==> src/msi_pkg.sv <==
// Package of constants, codes and helpers for the motion start interlock
// Behaviour
// - Move target outside -536870912..+536870911 gives axis status code 76
// - Move command 27h during host first scan gives axis status code 77
// - Execute during homing gives axis code 80; host waits or aborts homing
// - Execute during jog gives axis code 81; jog requests cleared first
// - Execute while velocity move 22h runs gives axis code 82
// - Execute while force 34h or 24h active gives axis code 83
// - Execute while program-running status set and axis not moving gives axis code 84
// - Execute during abort, or while moving with program running, gives axis code 85
// - Execute without position valid gives axis code 86
// - Execute without drive enabled gives axis code 87
// - Continuous move sync block reached before partner gives code 8C
// - Jump onto sync-tagged move before partner gives axis code 8D
// - Flash programming failure gives module status code 90
// - Local logic halt write gives module fast-stop code 91
// - Local logic run over 300 us gives module fast-stop code 92
// - Local logic divide or modulus by zero gives module code 93
// - Execute during host first scan is rejected with module code 70
// - Execute naming undefined program gives module status code 75
`default_nettype none
package msi_pkg;

  // ==========================================================
  // Error codes
  localparam logic [7:0] ERR_FIRST_EXEC  = 8'h70;
  localparam logic [7:0] ERR_BAD_PROG    = 8'h75;
  localparam logic [7:0] ERR_POS_RANGE   = 8'h76;
  localparam logic [7:0] ERR_MOVE_FIRST  = 8'h77;
  localparam logic [7:0] ERR_HOMING      = 8'h80;
  localparam logic [7:0] ERR_JOG         = 8'h81;
  localparam logic [7:0] ERR_VEL_MOVE    = 8'h82;
  localparam logic [7:0] ERR_FORCE       = 8'h83;
  localparam logic [7:0] ERR_PROG_ACTIVE = 8'h84;
  localparam logic [7:0] ERR_ABORT       = 8'h85;
  localparam logic [7:0] ERR_POS_INVALID = 8'h86;
  localparam logic [7:0] ERR_DRIVE_OFF   = 8'h87;
  localparam logic [7:0] ERR_SYNC_CONTINUOUS_MOVE  = 8'h8c;
  localparam logic [7:0] ERR_SYNC_JUMP   = 8'h8d;
  localparam logic [7:0] ERR_FLASH       = 8'h90;
  localparam logic [7:0] ERR_LL_HALT     = 8'h91;
  localparam logic [7:0] ERR_LL_TIMEOUT  = 8'h92;
  localparam logic [7:0] ERR_LL_DIV_ZERO = 8'h93;

  // ==========================================================
  // Host command codes
  localparam logic [7:0] CMD_MOVE_POS    = 8'h27;

  // ==========================================================
  // Register offsets and fields
  localparam logic [7:0] OFS_MOD_STATUS  = 8'h00;
  localparam logic [7:0] OFS_AXIS_BASE   = 8'h04;
  localparam logic [7:0] OFS_ACK         = 8'h20;
  localparam logic [7:0] OFS_PROG_MASK   = 8'h24;
  localparam int         FLD_PRESENT     = 8;
  localparam int         FLD_FAST_STOP   = 9;
  localparam logic [15:0] PROG_MASK_RST  = 16'h0000;

  // ==========================================================
  // Timing
  localparam int CLK_PERIOD_NS  = 25;
  localparam int LL_BUDGET_US   = 300;
  localparam int LL_BUDGET_CYC  = (LL_BUDGET_US * 1000) / CLK_PERIOD_NS;

  // Signed 30-bit target range check
  function automatic logic pos_in_range(input logic [31:0] pos);
    pos_in_range = (pos[31:29] == 3'h0) || (pos[31:29] == 3'h7);
  endfunction : pos_in_range

endpackage : msi_pkg
`default_nettype wire

==> src/msi_ahb_slave.sv <==
// AHB-Lite slave front end with one wait state per transfer
`default_nettype none
module msi_ahb_slave (
  // Clock and reset
  input  wire logic        core_clk,
  input  wire logic        rst_n,
  // AHB-Lite
  input  wire logic        hsel,
  input  wire logic [31:0] haddr,
  input  wire logic [1:0]  htrans,
  input  wire logic        hwrite,
  input  wire logic        hready,
  output logic             hreadyout,
  output logic [31:0]      hrdata,
  // Register side
  input  wire logic [31:0] rd_data,
  output logic [7:0]       reg_addr,
  output logic             reg_wr,
  output logic             reg_rd
);
  logic        busy_r, busy_nxt;
  logic        write_r, write_nxt;
  logic [7:0]  addr_r, addr_nxt;
  logic        ready_r, ready_nxt;
  logic [31:0] rdata_r, rdata_nxt;

  // ==========================================================
  // Address and data phase
  always_comb begin
    busy_nxt  = 1'b0;
    write_nxt = write_r;
    addr_nxt  = addr_r;
    ready_nxt = 1'b1;
    rdata_nxt = rdata_r;
    if (busy_r) begin
      if (!write_r) begin
        rdata_nxt = rd_data;
      end
    end else if (hsel && htrans[1] && hready) begin
      busy_nxt  = 1'b1;
      write_nxt = hwrite;
      addr_nxt  = {haddr[7:2], 2'b00};
      ready_nxt = 1'b0;
    end
  end

  always_ff @(posedge core_clk or negedge rst_n) begin
    if (!rst_n) begin
      busy_r  <= 1'b0;
      write_r <= 1'b0;
      addr_r  <= 8'h00;
      ready_r <= 1'b1;
      rdata_r <= 32'h0000_0000;
    end else begin
      busy_r  <= busy_nxt;
      write_r <= write_nxt;
      addr_r  <= addr_nxt;
      ready_r <= ready_nxt;
      rdata_r <= rdata_nxt;
    end
  end

  assign hreadyout = ready_r;
  assign hrdata    = rdata_r;
  assign reg_addr  = addr_r;
  assign reg_wr    = busy_r & write_r;
  assign reg_rd    = busy_r & ~write_r;

endmodule : msi_ahb_slave
`default_nettype wire

==> src/msi_budget_timer.sv <==
// Execution budget timer for one local logic run
`default_nettype none
module msi_budget_timer #(
  parameter int LIMIT_CYC = 12000
) (
  // Clock and reset
  input  wire logic core_clk,
  input  wire logic rst_n,
  // Run control
  input  wire logic run_start,
  input  wire logic run_done,
  output logic      overrun
);
  logic        active_r, active_nxt;
  logic [31:0] cnt_r, cnt_nxt;
  logic        over_r, over_nxt;

  // ==========================================================
  // Count cycles while a run is active
  always_comb begin
    active_nxt = active_r;
    cnt_nxt    = cnt_r;
    over_nxt   = 1'b0;
    if (run_start) begin
      active_nxt = 1'b1;
      cnt_nxt    = 32'h0000_0001;
    end else if (active_r) begin
      if (run_done) begin
        active_nxt = 1'b0;
      end else if (cnt_r >= 32'(LIMIT_CYC)) begin
        active_nxt = 1'b0;
        over_nxt   = 1'b1;
      end else begin
        cnt_nxt = cnt_r + 32'h0000_0001;
      end
    end
  end

  always_ff @(posedge core_clk or negedge rst_n) begin
    if (!rst_n) begin
      active_r <= 1'b0;
      cnt_r    <= 32'h0000_0000;
      over_r   <= 1'b0;
    end else begin
      active_r <= active_nxt;
      cnt_r    <= cnt_nxt;
      over_r   <= over_nxt;
    end
  end

  assign overrun = over_r;

endmodule : msi_budget_timer
`default_nettype wire

==> src/msi_interlock.sv <==
// Top level: start interlocks, error latching and register file
`default_nettype none
module msi_interlock
  import msi_pkg::*;
#(
  parameter int NUM_AXES  = 2,
  parameter int PROG_BITS = 4,
  parameter int LL_BUDGET = msi_pkg::LL_BUDGET_CYC
) (
  // Clock and reset
  input  wire logic                  core_clk,
  input  wire logic                  rst_n,
  // AHB-Lite
  input  wire logic                  hsel,
  input  wire logic [31:0]           haddr,
  input  wire logic [1:0]            htrans,
  input  wire logic                  hwrite,
  input  wire logic [2:0]            hsize,
  input  wire logic [31:0]           hwdata,
  input  wire logic                  hready,
  output logic                       hreadyout,
  output logic                       hresp,
  output logic [31:0]                hrdata,
  // Host scan and commands
  input  wire logic                  first_scan,
  input  wire logic [NUM_AXES-1:0]   exec_req,
  input  wire logic [PROG_BITS-1:0]  exec_prog,
  input  wire logic [NUM_AXES-1:0]   cmd_valid,
  input  wire logic [7:0]            host_command_word,
  input  wire logic [31:0]           cmd_position,
  // Axis status
  input  wire logic [NUM_AXES-1:0]   homing_active,
  input  wire logic [NUM_AXES-1:0]   jog_active,
  input  wire logic [NUM_AXES-1:0]   vel_move_active,
  input  wire logic [NUM_AXES-1:0]   force_active,
  input  wire logic [NUM_AXES-1:0]   prog_running,
  input  wire logic [NUM_AXES-1:0]   abort_req,
  input  wire logic [NUM_AXES-1:0]   moving,
  input  wire logic [NUM_AXES-1:0]   pos_valid,
  input  wire logic [NUM_AXES-1:0]   drive_enabled,
  // Synchronisation blocks
  input  wire logic [NUM_AXES-1:0]   continuous_move_sync,
  input  wire logic [NUM_AXES-1:0]   jump_sync,
  input  wire logic [NUM_AXES-1:0]   partner_at_sync,
  // Module events
  input  wire logic                  flash_fail,
  input  wire logic                  ll_halt_write,
  input  wire logic                  ll_run_start,
  input  wire logic                  ll_run_done,
  input  wire logic                  ll_div_op,
  input  wire logic [31:0]           ll_divisor,
  // Results
  output logic [NUM_AXES-1:0]        exec_start,
  output logic [NUM_AXES-1:0]        move_accept,
  output logic [NUM_AXES-1:0]        fast_stop,
  output logic                       err_present
);
  import msi_pkg::*;

  logic [7:0]           reg_addr;
  logic                 reg_wr;
  logic                 reg_rd;
  logic [31:0]          rd_data;
  logic                 ll_overrun;

  logic [7:0]           mod_code_r, mod_code_nxt;
  logic                 mod_flag_r, mod_flag_nxt;
  logic [7:0]           ax_code_r   [NUM_AXES];
  logic [7:0]           ax_code_nxt [NUM_AXES];
  logic [NUM_AXES-1:0]  ax_flag_r, ax_flag_nxt;
  logic [NUM_AXES-1:0]  stop_r, stop_nxt;
  logic [NUM_AXES-1:0]  start_r, start_nxt;
  logic [NUM_AXES-1:0]  accept_r, accept_nxt;
  logic                 present_r, present_nxt;
  logic                 hresp_r;
  logic [15:0]          prog_mask_r, prog_mask_nxt;

  // ==========================================================
  // Bus front end
  msi_ahb_slave u_bus (
    .core_clk  (core_clk),
    .rst_n     (rst_n),
    .hsel      (hsel),
    .haddr     (haddr),
    .htrans    (htrans),
    .hwrite    (hwrite),
    .hready    (hready),
    .hreadyout (hreadyout),
    .hrdata    (hrdata),
    .rd_data   (rd_data),
    .reg_addr  (reg_addr),
    .reg_wr    (reg_wr),
    .reg_rd    ()
  );

  // ==========================================================
  // Local logic budget
  // budget overrun detect
  msi_budget_timer #(
    .LIMIT_CYC (LL_BUDGET)
  ) u_timer (
    .core_clk  (core_clk),
    .rst_n     (rst_n),
    .run_start (ll_run_start),
    .run_done  (ll_run_done),
    .overrun   (ll_overrun)
  );

  // ==========================================================
  // Read mux
  always_comb begin
    rd_data = 32'h0000_0000;
    if (reg_addr == OFS_MOD_STATUS) begin
      rd_data[7:0]          = mod_code_r;
      rd_data[FLD_PRESENT]  = mod_flag_r;
      rd_data[FLD_FAST_STOP] = |stop_r;
    end else if (reg_addr == OFS_PROG_MASK) begin
      rd_data[15:0] = prog_mask_r;
    end
    for (int a = 0; a < NUM_AXES; a++) begin
      if (reg_addr == 8'(OFS_AXIS_BASE + 4 * a)) begin
        rd_data[7:0]         = ax_code_r[a];
        rd_data[FLD_PRESENT] = ax_flag_r[a];
        rd_data[FLD_FAST_STOP] = stop_r[a];
      end
    end
  end

  // ==========================================================
  // Error detection and latching
  always_comb begin
    logic       mod_hit;
    logic       mod_fast;
    logic [7:0] mod_err;
    logic       ax_hit;
    logic [7:0] ax_err;
    logic       ack_wr;
    mod_hit  = 1'b0;
    mod_fast = 1'b0;
    mod_err  = 8'h00;
    ax_hit   = 1'b0;
    ax_err   = 8'h00;
    ack_wr   = reg_wr && (reg_addr == OFS_ACK);
    prog_mask_nxt = prog_mask_r;
    if (reg_wr && (reg_addr == OFS_PROG_MASK)) begin
      prog_mask_nxt = hwdata[15:0];
    end
    mod_code_nxt = mod_code_r;
    mod_flag_nxt = mod_flag_r;
    stop_nxt     = stop_r;
    start_nxt    = '0;
    accept_nxt   = '0;
    ax_flag_nxt  = ax_flag_r;
    if (ack_wr && hwdata[0]) begin
      mod_flag_nxt = 1'b0;
      stop_nxt     = '0;
    end
    if ((|exec_req) && first_scan) begin
      mod_hit = 1'b1;
      mod_err = ERR_FIRST_EXEC;
    end else if ((|exec_req) && !prog_mask_r[exec_prog]) begin
      mod_hit = 1'b1;
      mod_err = ERR_BAD_PROG;
    end
    if (flash_fail) begin
      mod_hit = 1'b1;
      mod_err = ERR_FLASH;
    end
    if (ll_div_op && (ll_divisor == 32'h0000_0000)) begin
      mod_hit  = 1'b1;
      mod_fast = 1'b1;
      mod_err  = ERR_LL_DIV_ZERO;
    end
    if (ll_overrun) begin
      mod_hit  = 1'b1;
      mod_fast = 1'b1;
      mod_err  = ERR_LL_TIMEOUT;
    end
    if (ll_halt_write) begin
      mod_hit  = 1'b1;
      mod_fast = 1'b1;
      mod_err  = ERR_LL_HALT;
    end
    if (mod_hit) begin
      mod_code_nxt = mod_err;
      mod_flag_nxt = 1'b1;
    end
    if (mod_fast) begin
      stop_nxt = '1;
    end
    for (int a = 0; a < NUM_AXES; a++) begin
      ax_code_nxt[a] = ax_code_r[a];
      ax_hit = 1'b0;
      ax_err = 8'h00;
      if (ack_wr && hwdata[1 + a]) begin
        ax_flag_nxt[a] = 1'b0;
      end
      if (cmd_valid[a] && (host_command_word == CMD_MOVE_POS)) begin
        if (first_scan) begin
          ax_hit = 1'b1;
          ax_err = ERR_MOVE_FIRST;
        end else if (!pos_in_range(cmd_position)) begin
          ax_hit = 1'b1;
          ax_err = ERR_POS_RANGE;
        end else begin
          accept_nxt[a] = 1'b1;
        end
      end
      if (exec_req[a] && !first_scan && prog_mask_r[exec_prog]) begin
        ax_hit = 1'b1;
        if (homing_active[a]) begin
          ax_err = ERR_HOMING;
        end else if (jog_active[a]) begin
          ax_err = ERR_JOG;
        end else if (vel_move_active[a]) begin
          ax_err = ERR_VEL_MOVE;
        end else if (force_active[a]) begin
          ax_err = ERR_FORCE;
        end else if (abort_req[a] || (moving[a] && prog_running[a])) begin
          ax_err = ERR_ABORT;
        end else if (prog_running[a]) begin
          ax_err = ERR_PROG_ACTIVE;
        end else if (!pos_valid[a]) begin
          ax_err = ERR_POS_INVALID;
        end else if (!drive_enabled[a]) begin
          ax_err = ERR_DRIVE_OFF;
        end else begin
          ax_hit = 1'b0;
          start_nxt[a] = !mod_fast && !stop_r[a];
        end
      end
      if (continuous_move_sync[a] && !partner_at_sync[a]) begin
        ax_hit = 1'b1;
        ax_err = ERR_SYNC_CONTINUOUS_MOVE;
      end
      if (jump_sync[a] && !partner_at_sync[a]) begin
        ax_hit = 1'b1;
        ax_err = ERR_SYNC_JUMP;
      end
      if (ax_hit) begin
        ax_code_nxt[a] = ax_err;
        ax_flag_nxt[a] = 1'b1;
      end
    end
    present_nxt = mod_flag_nxt | (|ax_flag_nxt);
  end

  always_ff @(posedge core_clk or negedge rst_n) begin
    if (!rst_n) begin
      mod_code_r  <= 8'h00;
      mod_flag_r  <= 1'b0;
      ax_flag_r   <= '0;
      stop_r      <= '0;
      start_r     <= '0;
      accept_r    <= '0;
      present_r   <= 1'b0;
      hresp_r     <= 1'b0;
      prog_mask_r <= PROG_MASK_RST;
      for (int a = 0; a < NUM_AXES; a++) begin
        ax_code_r[a] <= 8'h00;
      end
    end else begin
      mod_code_r  <= mod_code_nxt;
      mod_flag_r  <= mod_flag_nxt;
      ax_flag_r   <= ax_flag_nxt;
      stop_r      <= stop_nxt;
      start_r     <= start_nxt;
      accept_r    <= accept_nxt;
      present_r   <= present_nxt;
      hresp_r     <= 1'b0;
      prog_mask_r <= prog_mask_nxt;
      for (int a = 0; a < NUM_AXES; a++) begin
        ax_code_r[a] <= ax_code_nxt[a];
      end
    end
  end

  assign hresp       = hresp_r;
  assign exec_start  = start_r;
  assign move_accept = accept_r;
  assign fast_stop   = stop_r;
  assign err_present = present_r;

endmodule : msi_interlock
`default_nettype wire

==> config.mk <==
export PLATFORM = sky130hd
export DESIGN_NAME = msi_interlock
export DESIGN_NICKNAME = d
export VERILOG_FILES = /design/src/msi_pkg.sv /design/src/msi_ahb_slave.sv /design/src/msi_budget_timer.sv /design/src/msi_interlock.sv
export SDC_FILE = /design/constraint.sdc
export NUM_CORES = 1
export LEC_CHECK = 0
export BUFFER_PORTS_ARGS = -buffer_cell sky130_fd_sc_hd__buf_2
export CAP_MARGIN = 20
export CORE_ASPECT_RATIO = 0.8
export CORE_MARGIN = 4
export CORE_UTILIZATION = 43
export DETAILED_ROUTE_END_ITERATION = 12
export GPL_ROUTABILITY_DRIVEN = 0
export HOLD_SLACK_MARGIN = 0.1
export PLACE_DENSITY = 0.84
export RECOVER_POWER = 25
export SLEW_MARGIN = 25
export SYNTH_ARGS = -nofsm -noshare
export SYNTH_HDL_FRONTEND = slang
export SYNTH_SLANG_ARGS = --single-unit
==> constraint.sdc <==
create_clock -name core_clk -period 2.17 [get_ports core_clk]
set_input_delay 0.434 -clock core_clk [delete_from_list [all_inputs] [get_ports core_clk]]
set_output_delay 0.434 -clock core_clk [all_outputs]
set_load 0.005 [all_outputs]
==> impl_metrics.env <==
export IMPL_ant_nets=0
export IMPL_fin_crit_ns=2.21
export IMPL_start_kind="flop"
export IMPL_clock_fmax_ghz=0.453
export IMPL_p_per_area_nw_per_um2=693
export IMPL_clkLatencyLatePin_ns=0.34
export IMPL_critical_path_buf_inv_count=0
export IMPL_crit_path_cell_trace="or3_4 > nor4_4 > nand2_1 > a21oi_2 > nand3b_1 > or4_1"
export IMPL_synth_edf_count=0
export IMPL_setup_viol=1
export IMPL_cp_end_kind="flop"
export IMPL_pre_cts_ws_ns=-0.233
export IMPL_ys_types=62
export IMPL_report_final_slew_viol_count=0
export IMPL_setup_tns_ns=-0.0398
export IMPL_synth_flop_cell="dfrtp_1"
export IMPL_clkPwrFrac=0.367
export IMPL_grt_pass1_wl_um=21400
export IMPL_slowest_delay_ns=0.48
export IMPL_grt_pass1_vias=4455
export IMPL_outcome="complete, but fails checks"
export IMPL_clockBufferDepth=2
export IMPL_synth_seq_area_share=0.517
export IMPL_cp_top_family="simple AND/OR/NAND/NOR gates"
export IMPL_wl_um=13300
export IMPL_finClkSkew_ns=0.0111
export IMPL_p_sw_mw=1.13
export IMPL_worst_slack_ns=-0.0398
export IMPL_synth_area_um2=4940
export IMPL_p_int_mw=3.25
export IMPL_yosys_top_cells_area="dfrtp_1 (51%), nand2_1 (5.2%), mux2_2 (4.1%), nor2b_1 (3.3%), nor2_1 (3.1%)"
export IMPL_cts_tree="yes"
export IMPL_crit_path_start="u_bus.reg_addr[6]"
export IMPL_portBuffers=132
export IMPL_path_max_fanout=2
export IMPL_clock_sinks=102
export IMPL_min_path_type="input pin to flop"
export IMPL_drive_above_1_share=0.340
export IMPL_fp_coreArea_um2=11100
export IMPL_seqPwrFrac=0.484
export IMPL_fin_util=0.571
export IMPL_leakagePower_nw=3.08
export IMPL_critPathKind="flop to flop"
export IMPL_drc_errors=0
export IMPL_ys_warnings_count=0
export IMPL_cts_buffers_inserted=9
export IMPL_worstHoldStart="haddr[4]"
export IMPL_yosys_register_bits=102
export IMPL_placed_cell_area_um2=5920
export IMPL_tightest_slew_ns=1.40
export IMPL_multi_input_area_um2=2250
export IMPL_layout_cells_non_filler=809
export IMPL_ir_worst_vdd_uv=446
export IMPL_die_x_um=128
export IMPL_syn_instance_count=494
export IMPL_clk_pin_slew_ns=0.07
export IMPL_h_tree_depth=3
export IMPL_power_frac_comb=0.148
export IMPL_post_drt_wl_per_cell_um=16.4
export IMPL_violations="setup timing"
export IMPL_viasPerCell=5.43
export IMPL_synth_top_area_cell="dfrtp_1"
export IMPL_netSwitchingFraction=0.258
export IMPL_max_cap_violations=0
export IMPL_grt_use_total=0.197
export IMPL_antenna_found_initial=1
export IMPL_grt_overflow=0
export IMPL_cp_required_ns=2.37
export IMPL_nets=845
export IMPL_fp_dieH_um=104
export IMPL_design_area_um2=6320
export IMPL_synth_area_per_cell_um2=9.99
export IMPL_dpl_cell_count=787
export IMPL_crit_arrival_ns=2.41
export IMPL_rsz0062_at_grt="true"
export IMPL_synth_top_area_share=0.512
export IMPL_r2r_start="u_bus.reg_addr[6]"
export IMPL_worst_path_max_delay_cell="or4_1"
export IMPL_hpwl_um=10100
export IMPL_cts_root_buffer="clkbuf_16"
export IMPL_finalCritPeriodShare=1.02
export IMPL_grt_max_degree=48
export IMPL_pin_count=225
export IMPL_slew_headroom=0.0674
export IMPL_drt_pass1_iterations=7
export IMPL_fillers=923
export IMPL_num_rows=34
export IMPL_start_util=0.446
export IMPL_vias=4395
export IMPL_synthArstFlopShare=1.00
export IMPL_area_delta_synth_final_pct=28.0
export IMPL_regArea_um2=2550
export IMPL_first_iter_violations=374
export IMPL_hold_viol=0
export IMPL_die_area_um2=13300
==> per-layer routing <==
layer / share of wire / up-vias / track usage
li1: - / 2057 / -
met1: 0.42 / 2110 / 0.258
met4: 0.011 / 2 / 0.0424
met2: 0.49 / 208 / 0.330
met3: 0.084 / 18 / 0.0494
met5: 0.00098 / - / 0
==> sequential cells by signal, summed over array words and instances (netlist names) <==
register and cells:
fast_stop 1, mod_flag_r 1, u_bus.write_r 1, u_bus.hrdata 16, u_bus.hreadyout 1, ax_code_r 12, prog_mask_r 16, ax_flag_r 2
u_timer.cnt_r 32, move_accept 2, u_timer.active_r 1, u_bus.busy_r 1, u_bus.reg_addr 6, err_present 1, u_timer.overrun 1, mod_code_r 6
exec_start 2
==> timing repair <==
item / in CTS / in global routing
hold buffers: 1 / 0
gates resized for setup: 2 / 7
buffers inserted: 1 / 3
endpoints found under the setup margin: 1 / 6
hold endpoints to repair: 37 / 0
pin swaps: 2 / 7
==> synth_stat cells, types with 7 or more instances <==
master	number
nand4_1	11
clkbuf_1	10
nor2_1	41
mux2i_1	9
nor2b_1	26
nand2_1	69
xor2_1	7
a31oi_1	10
nor4_1	14
dfrtp_1	101
a21oi_1	14
o21ai_0	12
inv_1	13
nand3_1	17
buf_4	20
or3_1	8
nor3_1	7
mux2_2	18
==> cell families (layout without fill, tap and decap cells) <==
group	Yosys count	count (layout)	synth area share
AND/OR/NAND/NOR	228	228	0.238
adder cells (fa/ha/maj)	2	2	0.00507
multiplexers	27	27	0.0593
XOR/XNOR	9	9	0.0160
flip-flops	102	102	0.517
other	1	18	0.000760
AO/OA/AOI/OAI	77	77	0.110
buffers and inverters	48	202	0.0537
==> power by group through the flow <==
stage / sequential, mW / clock [mW] / combinational (mW)
final: 2.12 / 1.61 / 0.650
after global routing: 2.13 / 1.71 / 0.720
after CTS: 2.12 / 1.62 / 0.637
after detailed placement: 2.15 / 0 / 0.628
after global placement: 2.14 / 0 / 0.596
after floorplan: 2.13 / 0 / 0.328
==> stage by stage <==
step	hold WS (ns)	power [mW]
detailed placement	0.450	2.78
global placement	0.440	2.74
floorplan	0.138	2.46
finish	0.280	4.38
CTS	0.275	4.38
global route	0.269	4.57
==> cell usage in the layout (no fill, tap or decap), drive strengths merged, types with 9 or more instances in the layout <==
cell type,instances
dfrtp,101
mux2i,9
o21ai,13
nor2b,26
a21oi,14
buf,169
nand4,11
conb,17
nor4,15
nor2,41
clkbuf,13
a31oi,10
inv,13
mux2,18
nand3,17
nand2,69
==> worst paths after layout <==
path | endpoint | slack, ns | cells after the start
setup reg to reg | err_present | -0.04 | 6
hold reg to reg | u_bus.hrdata[10] | 0.46 | 2
hold / removal | u_bus.reg_addr[4] | 0.28 | 3
max in group asynchronous | prog_mask_r[10] | 0.52 | 3
min in group asynchronous | u_bus.hrdata[1] | 0.84 | 2
setup / recovery | err_present | -0.04 | 6
==> worst reg2reg max path, cell delays in order, from the launching register on <==
cell	delay [ns]
dfrtp_1	0.40
or3_4	0.41
nor4_4	0.34
nand2_1	0.15
a21oi_2	0.15
nand3b_1	0.12
or4_1	0.49
==> cell type report <==
class	count	area share
clock inverters	5	0.00931
flip-flops and latches	102	0.404
clock buffers	11	0.0384
multi-input cells	360	0.357
well taps	144	0.0285
inverters	14	0.00832
diodes	1	0.000396
repair buffers	172	0.154
Note: power is estimated with default switching activity, not from simulation.
